$ cat config.mk
export PLATFORM = sky130hd
export DESIGN_NAME = jtsel_tap_select
export DESIGN_NICKNAME = d
export VERILOG_FILES = /design/src/hdl/jtsel_pkg.sv /design/src/hdl/jtsel_padmux.sv /design/src/hdl/jtsel_tap_select.sv
export SDC_FILE = /design/constraint.sdc
export NUM_CORES = 1
export LEC_CHECK = 0
export ABC_AREA = 1
export ABC_CLOCK_PERIOD_IN_PS = 1400
export BUFFER_PORTS_ARGS = -buffer_cell sky130_fd_sc_hd__clkbuf_2
export CORE_AREA = 2 2 39 41
export CTS_CLUSTER_SIZE = 25
export DETAILED_ROUTE_END_ITERATION = 6
export DIE_AREA = 0 0 41 43
export GPL_TIMING_DRIVEN = 0
export PLACE_DENSITY = 0.64
export SLEW_MARGIN = 0
export SYNTH_ARGS = -nofsm -noshare
export SYNTH_HDL_FRONTEND = slang
export SYNTH_SLANG_ARGS = --single-unit
$ cat constraint.sdc
create_clock -name clk -period 1.4 [get_ports clk]
set_input_delay 0.28 -clock clk [delete_from_list [all_inputs] [get_ports clk]]
set_output_delay 0.28 -clock clk [all_outputs]
set_load 0.01 [all_outputs]
$ cat src/hdl/jtsel_pkg.sv
// Constants for the debug strap pad multiplexing and test access port selection.
// Function
// Strap 01b at reset release selects boundary scan.
// Any other strap value selects on-chip debug.
// Strap-one pad in other function drives low.
// Strap-zero pad in strap mode follows pin.
// Other strap-one mode plus pulled strap-zero gives 01b.
// Strap-zero mode not 0/15 forces 00b.
// Observation clock routes to strap-one or chip-select pad.
// Debugger releases test reset before debug access.
// No debugger while strap-one carries observation clock.
package jtsel_pkg;
   localparam int         MUX_W            = 4;
   localparam logic [3:0] MUX_STRAP        = 4'h0;
   localparam logic [3:0] MUX_ZERO_ALT     = 4'hf;
   localparam logic [3:0] MUX_OBSCLK       = 4'h1;
   localparam logic [1:0] STRAP_BSCAN      = 2'h1;
   localparam logic [1:0] STRAP_FORCED     = 2'h0;
   typedef enum logic {JTSEL_DEBUG, JTSEL_BSCAN} jtsel_tap_t;
endpackage

$ cat src/hdl/jtsel_padmux.sv
// Pad multiplexing of the two debug strap pads into the registered internal strap value.
`timescale 1ns/1ns
module jtsel_padmux (
   input  wire logic       clk,
   input  wire logic       rst_n,
   input  wire logic [3:0] strap_zero_pad_config,
   input  wire logic [3:0] strap_one_pad_config,
   input  wire logic       strap_zero_pin,
   input  wire logic       strap_one_pin,
   output logic      [1:0] strap_internal
);
   typedef struct packed {
      logic [1:0] strap;
   } jtsel_mux_t;
   jtsel_mux_t st, next_st;

   always_comb begin
      next_st = st;
      if (strap_zero_pad_config != jtsel_pkg::MUX_STRAP &&
          strap_zero_pad_config != jtsel_pkg::MUX_ZERO_ALT) begin
         next_st.strap = jtsel_pkg::STRAP_FORCED;
      end else begin
         // Strap-zero relies on pull-ups when undriven, so the pin level is taken as is.
         next_st.strap[0] = (strap_zero_pad_config == jtsel_pkg::MUX_STRAP) ?
                            strap_zero_pin : 1'b0;
         next_st.strap[1] = (strap_one_pad_config == jtsel_pkg::MUX_STRAP) ?
                            strap_one_pin : 1'b0;
      end
   end

   always_ff @(posedge clk or negedge rst_n) begin
      if (!rst_n) begin
         st <= '0;
      end else begin
         st <= next_st;
      end
   end
   assign strap_internal = st.strap;

   property p_forced;
      @(posedge clk) disable iff (!rst_n)
      (strap_zero_pad_config != jtsel_pkg::MUX_STRAP &&
       strap_zero_pad_config != jtsel_pkg::MUX_ZERO_ALT) |=> strap_internal == 2'h0;
   endproperty
   a_forced: assert property (p_forced) else $error("Strap not forced to 00b.");
   property p_one_low;
      @(posedge clk) disable iff (!rst_n)
      (strap_one_pad_config != jtsel_pkg::MUX_STRAP) |=> !strap_internal[1];
   endproperty
   a_one_low: assert property (p_one_low) else $error("Strap one not low.");
   property p_zero_follow;
      @(posedge clk) disable iff (!rst_n)
      (strap_zero_pad_config == jtsel_pkg::MUX_STRAP) |=>
      strap_internal[0] == $past(strap_zero_pin);
   endproperty
   a_zero_follow: assert property (p_zero_follow) else $error("Strap zero not following.");
   property p_bscan_combo;
      @(posedge clk) disable iff (!rst_n)
      (strap_one_pad_config != jtsel_pkg::MUX_STRAP &&
       strap_zero_pad_config == jtsel_pkg::MUX_STRAP && strap_zero_pin) |=>
      strap_internal == 2'h1;
   endproperty
   a_bscan_combo: assert property (p_bscan_combo) else $error("Strap not 01b.");
endmodule // jtsel_padmux

$ cat src/hdl/jtsel_tap_select.sv
// Test access port selection from debug straps sampled at test reset release.
`timescale 1ns/1ns
module jtsel_tap_select (
   input  wire logic       clk,
   input  wire logic       rst_n,
   input  wire logic       trst_n,
   input  wire logic [3:0] strap_zero_pad_config,
   input  wire logic [3:0] strap_one_pad_config,
   input  wire logic       strap_zero_pin,
   input  wire logic       strap_one_pin,
   input  wire logic       obsclk_src,
   input  wire logic       obsclk_on_spi_pad,
   output logic            bscan_select,
   output logic            debug_select,
   output logic      [1:0] sampled_strap,
   output logic            strap_one_pad_out,
   output logic            strap_one_pad_oe,
   output logic            spi_chip_select_one_pad_out,
   output logic            spi_chip_select_one_pad_oe
);
   typedef struct packed {
      logic                   trst_prev;
      logic [1:0]             sample;
      logic                   bscan;
      logic                   debug;
      logic                   one_out;
      logic                   one_oe;
      logic                   spi_out;
      logic                   spi_oe;
   } jtsel_state_t;
   jtsel_state_t st, next_st;
   // Test reset counts as already high in reset, so a debugger that holds it released
   // across device reset causes no false edge; the on-chip debug port stays selected.
   localparam jtsel_state_t ST_RESET = '{
      trst_prev : 1'h1,
      sample    : 2'h0,
      bscan     : 1'h0,
      debug     : 1'h1,
      one_out   : 1'h0,
      one_oe    : 1'h0,
      spi_out   : 1'h0,
      spi_oe    : 1'h0
   };
   logic [1:0] strap_internal;
   logic       trst_rise;

   jtsel_padmux u_padmux (
      .clk                   (clk),
      .rst_n                 (rst_n),
      .strap_zero_pad_config (strap_zero_pad_config),
      .strap_one_pad_config  (strap_one_pad_config),
      .strap_zero_pin        (strap_zero_pin),
      .strap_one_pin         (strap_one_pin),
      .strap_internal        (strap_internal)
   );

   // The debugger's reset release is the only sampling moment; straps may change afterwards.
   assign trst_rise = trst_n && !st.trst_prev;

   always_comb begin
      jtsel_pkg::jtsel_tap_t pick;
      pick              = jtsel_pkg::JTSEL_DEBUG;
      next_st           = st;
      next_st.trst_prev = trst_n;
      if (trst_rise) begin
         next_st.sample = strap_internal;
         case (strap_internal)
            jtsel_pkg::STRAP_BSCAN: pick = jtsel_pkg::JTSEL_BSCAN;
            default:                pick = jtsel_pkg::JTSEL_DEBUG;
         endcase
         next_st.bscan = (pick == jtsel_pkg::JTSEL_BSCAN);
         next_st.debug = (pick == jtsel_pkg::JTSEL_DEBUG);
      end
      // Driving the clock on strap one is what risks boundary scan for an attached debugger.
      next_st.one_oe  = !obsclk_on_spi_pad &&
                        strap_one_pad_config == jtsel_pkg::MUX_OBSCLK;
      next_st.one_out = next_st.one_oe && obsclk_src;
      next_st.spi_oe  = obsclk_on_spi_pad;
      next_st.spi_out = obsclk_on_spi_pad && obsclk_src;
   end

   always_ff @(posedge clk or negedge rst_n) begin
      if (!rst_n) begin
         st <= ST_RESET;
      end else begin
         st <= next_st;
      end
   end

   assign bscan_select                = st.bscan;
   assign debug_select                = st.debug;
   assign sampled_strap               = st.sample;
   assign strap_one_pad_out           = st.one_out;
   assign strap_one_pad_oe            = st.one_oe;
   assign spi_chip_select_one_pad_out = st.spi_out;
   assign spi_chip_select_one_pad_oe  = st.spi_oe;

   // A release in the first cycle after device reset has no history to compare with,
   // so these checks, like the logic, only count releases seen from a running clock.
   property p_bscan;
      @(posedge clk) disable iff (!rst_n)
      trst_n && !$past(trst_n) && $past(rst_n) && strap_internal == jtsel_pkg::STRAP_BSCAN
      |=> bscan_select && !debug_select;
   endproperty
   a_bscan: assert property (p_bscan)
      else $error("Boundary scan not selected.");

   property p_debug;
      @(posedge clk) disable iff (!rst_n)
      trst_n && !$past(trst_n) && $past(rst_n) && strap_internal != jtsel_pkg::STRAP_BSCAN
      |=> debug_select && !bscan_select;
   endproperty
   a_debug: assert property (p_debug)
      else $error("Debug port not selected.");

   property p_catch;
      @(posedge clk) disable iff (!rst_n)
      trst_n && !$past(trst_n) && $past(rst_n)
      |=> sampled_strap == $past(strap_internal);
   endproperty
   a_catch: assert property (p_catch)
      else $error("Strap value not caught at test reset release.");

   property p_hold;
      @(posedge clk) disable iff (!rst_n)
      !(trst_n && !$past(trst_n) && $past(rst_n))
      |=> $stable(bscan_select) && $stable(debug_select);
   endproperty
   a_hold: assert property (p_hold)
      else $error("Selection changed without reset release.");

   property p_sample_hold;
      @(posedge clk) disable iff (!rst_n)
      !(trst_n && !$past(trst_n) && $past(rst_n))
      |=> $stable(sampled_strap);
   endproperty
   a_sample_hold: assert property (p_sample_hold)
      else $error("Sampled strap changed without reset release.");

   property p_one_hot;
      @(posedge clk) disable iff (!rst_n)
      bscan_select != debug_select;
   endproperty
   a_one_hot: assert property (p_one_hot)
      else $error("Both or neither access port selected.");

   property p_select_match;
      @(posedge clk) disable iff (!rst_n)
      bscan_select == (sampled_strap == jtsel_pkg::STRAP_BSCAN);
   endproperty
   a_select_match: assert property (p_select_match)
      else $error("Selection does not match the sampled strap.");

   property p_forced_path;
      @(posedge clk) disable iff (!rst_n)
      trst_n && !$past(trst_n) && $past(rst_n) &&
      $past(strap_zero_pad_config) != jtsel_pkg::MUX_STRAP &&
      $past(strap_zero_pad_config) != jtsel_pkg::MUX_ZERO_ALT
      |=> debug_select && sampled_strap == jtsel_pkg::STRAP_FORCED;
   endproperty
   a_forced_path: assert property (p_forced_path)
      else $error("Forced strap value did not select the debug port.");

   property p_one_path;
      @(posedge clk) disable iff (!rst_n)
      trst_n && !$past(trst_n) && $past(rst_n) &&
      $past(strap_one_pad_config) != jtsel_pkg::MUX_STRAP
      |=> !sampled_strap[1];
   endproperty
   a_one_path: assert property (p_one_path)
      else $error("Strap one sampled high while its pad serves another function.");

   property p_obs_exclusive;
      @(posedge clk) disable iff (!rst_n)
      obsclk_on_spi_pad
      |=> spi_chip_select_one_pad_oe && !strap_one_pad_oe;
   endproperty
   a_obs_exclusive: assert property (p_obs_exclusive)
      else $error("Clock on both pads.");

   property p_spi_follow;
      @(posedge clk) disable iff (!rst_n)
      obsclk_on_spi_pad
      |=> spi_chip_select_one_pad_out == $past(obsclk_src);
   endproperty
   a_spi_follow: assert property (p_spi_follow)
      else $error("Chip-select pad does not carry the clock.");

   property p_spi_idle;
      @(posedge clk) disable iff (!rst_n)
      !obsclk_on_spi_pad
      |=> !spi_chip_select_one_pad_oe && !spi_chip_select_one_pad_out;
   endproperty
   a_spi_idle: assert property (p_spi_idle)
      else $error("Chip-select pad driven without the clock routed there.");

   property p_one_clock;
      @(posedge clk) disable iff (!rst_n)
      !obsclk_on_spi_pad && strap_one_pad_config == jtsel_pkg::MUX_OBSCLK
      |=> strap_one_pad_oe && strap_one_pad_out == $past(obsclk_src);
   endproperty
   a_one_clock: assert property (p_one_clock)
      else $error("Strap one pad does not carry the clock.");

   property p_one_default;
      @(posedge clk) disable iff (!rst_n)
      strap_one_pad_config != jtsel_pkg::MUX_OBSCLK
      |=> !strap_one_pad_oe && !strap_one_pad_out;
   endproperty
   a_one_default: assert property (p_one_default)
      else $error("Strap one pad driven outside the clock mode.");

   // Main scenarios: both selections, the alternative strap-zero mode and both clock pads.
   c_bscan: cover property (@(posedge clk) disable iff (!rst_n) $rose(bscan_select));
   c_debug: cover property (@(posedge clk) disable iff (!rst_n)
                            trst_n && !$past(trst_n) && strap_internal == 2'h0);
   c_obs_one: cover property (@(posedge clk) disable iff (!rst_n) strap_one_pad_oe);
   c_obs_spi: cover property (@(posedge clk) disable iff (!rst_n) spi_chip_select_one_pad_oe);
   c_alt_zero: cover property (@(posedge clk) disable iff (!rst_n)
                               trst_n && !$past(trst_n) &&
                               $past(strap_zero_pad_config) == jtsel_pkg::MUX_ZERO_ALT);
endmodule // jtsel_tap_select

# After elaboration in Yosys (flattened, before gate mapping)
# Index checks and enable logic that the tools add are counted.
dict set report word_totals {
  reg_bits 11
  output_inout_bits 8
}
dict set report op_classes {
  eq_ne 3
  mux 5
  bitwise_logic 1
  n_reduce_logical 10
}
# cell n
set ops {}
lappend ops {{$logic_not A4 Y1} 2}
lappend ops {{$logic_and A1 B1 Y1} 5}
lappend ops {{$eq A4 B1 Y1 const B} 1}
lappend ops {{$mux W1} 4}
lappend ops {{$ne A4 B4 Y1 const B} 1}
lappend ops {{$reduce_bool A4 Y1} 1}
lappend ops {{$eq A2 B1 Y1 const B} 1}
lappend ops {{$logic_not A1 Y1} 2}
lappend ops {{$mux W2} 1}
lappend ops {{$not A1 Y1} 1}

# Depth between registers and ports, before layout
dict set report depth {
  ltp_word 4
  mapped_depth 4
}

# Hierarchy
# From an unflattened synthesis, not the netlist that was laid out.
dict set report hier_totals {
  hier_cells 52
  hier_area_um2 469.2
}
# mod n_inst cells_per_inst area_each_um2 seq_area_each_um2
set by_module_without_submodules {}
lappend by_module_without_submodules {jtsel_tap_select 1 36 360.3 227.7}
lappend by_module_without_submodules {jtsel_padmux 1 16 108.9 50.0}

# Least setup slack after synthesis
# No wires, ideal clock.
dict set report synth_timing {
  path_type {flip-flop to flip-flop}
  startpoint {register st[8] (netlist name)}
  endpoint {register st, in the netlist bscan_select}
  setup_time_ps 119
  t_arrival_ps 725
  slack_ps 556
  path_stages_with_launch 3
  path_buffers 0
  period_less_slack_ps 844
  cell_sequence {dfstp_2 nor2_4 o21a_1}
}
dict set report synth_via {
  elab_chain_len 2
}
# element line_no
set synth_lines {}
lappend synth_lines {{from (decl)} jtsel_tap_select.sv:31} ;# jtsel_state_t st, next_st;
lappend synth_lines {{from (signal assigned)} jtsel_tap_select.sv:86} ;# st <= next_st;
lappend synth_lines {{$logic_not A1 Y1} jtsel_tap_select.sv:58} ;# assign trst_rise = trst_n && !st.trst_prev;
lappend synth_lines {{$logic_and A1 B1 Y1} jtsel_tap_select.sv:58}
# No other way between the ends.
# A chain may end at the register's enable or synchronous reset.

# Worst setup path after layout
dict set report layout_timing {
  startpoint {register st, in the netlist debug_select}
  endpoint {output port debug_select}
}
# element line_no
set layout_lines {}
lappend layout_lines {{to (decl)} jtsel_tap_select.sv:14} ;# output logic debug_select,
# No word-level cell between the ends.

==> impl_results.md <==
* Critical path fanouts, max at 2
* Area fraction in compound gates after synthesis at 6.162%
* Area of the core at 1384 µm²
* Worst path max stage delay at 0.53 ns
* Number of global-route vias before repair at 337
* Fin crit share at 84.74%
* Synth-to-layout area growth at 37.26%
* Via density at 4.087
* Final Skew at 0.003195 ns
* Largest family of logic cells by synthesized area: simple AND/OR/NAND/NOR gates
* F_max at 842.9 MHz
* Crit start category: flop
* Final Hold Viols at 0
* RSZ-0062 raised after global routing: false
* CP cell instances: clkbuf_2
* Synth Area per Inst at 9.116 µm²
* Largest net degree at the start of global routing at 12
* Post-Synth Adder-Cell Area at 0%
* Cells after Synth at 49
* Die W at 41 µm
* Placement Setup Slack at 0.4949 ns
* # IOs at 23
* CTS Sinks at 11
* DRT antenna net count at 0
* Max-slew violations at 0
* Standard-cell row count at 14
* Synthesis Warnings at 0
* Routability cong. at 0.6035
* Setup bufs post-CTS at 0
* Port Buffers at 22
* Detailed placer's ending HPWL at 587.2 µm
* Synth cell types at 12
* Post-Route Setup TNS at 0 ns
* Antenna cells at 0
* P_leak at 0.3611 nW
* Synth Register Bits at 11
* Clk_lat worst skew at 0.26 ns
* Share of cells above drive strength 1 at 40.79%
* Post-Synth XOR/XNOR Area at 0%
* Clock share of power at 32.3%
* Iter 0 DRT Violations at 4
* # setup viols final at 0
* Total power at 0.0006589 W
* Drt total wl at 732 µm
* Commonest cells after routing, fill and taps aside: 22 x clkbuf_2, 10 x inv_1, 9 x nor2_1, 9 x dfrtp_1, 8 x nand2_1
* DRC Markers at 0
* Worst Setup SP: debug_select
* Initial core utilization at 32.28%
* Tightest Pin Transition at 0.2711 ns
* CP Capture Type: primary output
* CP bufs+invs at 1
* R2R Path Start: st[8]
* Sequential share of power at 53.1%
* Vert. Die Dim at 43 µm
* Clock transition at path regs at 0.07 ns
* H-tree Lvls at 1
* CP required at 1.12 ns
* Nets at 92
* GR Util All Layers at 12.00%
* VDD IR max at 306.7 µV
* Max Buffers Root-to-Sink at 2
* Critical Path AT at 0.91 ns
* Simple-gate portion of the synthesized area at 19.05%
* Num CTS Buffers at 3
* CP Class: reg2out
* Die area at 1763 µm²
* Mapped Area at 446.7 µm²
* Outcome: finished, final reports clean
* Comb power frac at 14.5%
* Seq/Total Area, Yosys at 62.18%
* Synth Net Count at 64
* Pint at 0.0004994 W
* Switching part of the total at 24.20%
* Commonest non-fill, non-tap cell in the layout: clkbuf_2
* CTS tree: done
* Worst setup margin at 0.2136 ns
* Max-Cap Viols at 0
* Antenna violations before repair at 0
* Max-slew headroom at 81.93%
* Hold path start: trst_n
* Top delay family on crit path: flip-flops
* GRT Residual Overflow at 0
* DR vias at 376
* First-pass GRT wire length at 1317 µm
* Drt pass-1 iters at 3
* Clock Root Buffer: clkbuf_4
* Slowest cell on the critical path: dfstp_2
* Hold crit path type: in2reg
* Minimum clock period at 1.186 ns
* Power per Cell Area at 1075 nW/µm²
* Switching Power at 0.0001595 W
* Mux contribution to synthesized area at 0%
* Per-cell routed wire length at 7.957 µm
metal layers:
metal	vias to the layer above	wire length, µm	global-route usage (%)
li1	197	-	-
met1	160	301	14.09
met2	17	359	15.31
met3	2	56	4.712
met4	0	14	12.00
met5	-	0	0
area by class of cell:
type	instances	area, µm²
timing repair buffer	23	120.1
inverter	11	41.29
buffer	2	15.01
clock buffer	4	26.28
fill	151	770.7
multi-input combinational	25	112.6
tap	16	20.02
sequential	11	277.8
registers in the layout, summed over array words and instances (netlist names):
name,flops
spi_chip_select_one_pad_out,1
sampled_strap,2
u_padmux.strap_internal,2
strap_one_pad_out,1
strap_one_pad_oe,1
spi_chip_select_one_pad_oe,1
debug_select,1
st,1
bscan_select,1
logic make-up (layout without fill, tap and decap cells):
group / count (synthesis) / in the layout
simple gates: 20 / 20
buf+inv: 13 / 40
flops: 11 / 11
compound gates: 5 / 5
through the flow:
step	hold slack [ns]	std cells	area, µm²	utilization (%)
final	0.1185	92	613.1	44.30
after global routing	0.09057	92	613.1	44.30
after CTS	0.1031	92	613.1	44.30
after detailed placement	0.1677	87	576.8	41.68
after global placement	0.1612	87	576.8	41.68
after floorplan	-0.01559	49	446.7	-
worst paths after layout:
check                      slack (ns)  cells past startpoint          endpoint
setup reg to reg                 0.52                      2      bscan_select
min in group asynchronous        0.42                      2  strap_one_pad_oe
setup / recovery                 0.21                      1      debug_select
max in group asynchronous        0.71                      2             st[8]
hold reg to reg                  0.49                      2      debug_select
hold / removal                   0.12                      1             st[8]
repair_timing:
item / CTS / global route
resized for setup: 0 / 0
endpoints found under the hold margin: 9 / 0
hold buffers: 1 / 0
setup endpoints to repair: 0 / 0
synth_stat cells, drive strengths merged:
master	count	area [µm²]
inv	11	41.29
nor2	10	45.04
dfrtp	9	225.2
nand2	8	30.03
a21oi	3	15.01
buf	2	15.01
dfstp	2	52.55
nand3	2	10.01
o21a	1	7.510
o21ai	1	5.000
power groups by stage:
stage / clock [W] / combinational [W] / sequential, W
after detailed placement: 0 / 0.0000953 / 0.000357
after global routing: 0.000246 / 0.000112 / 0.000353
after CTS: 0.000222 / 0.0000983 / 0.000351
after global placement: 0 / 0.0000931 / 0.000355
final: 0.000213 / 0.0000958 / 0.000350
after floorplan: 0 / 0.0000410 / 0.000361
Note: power is estimated with default switching activity, not from simulation.
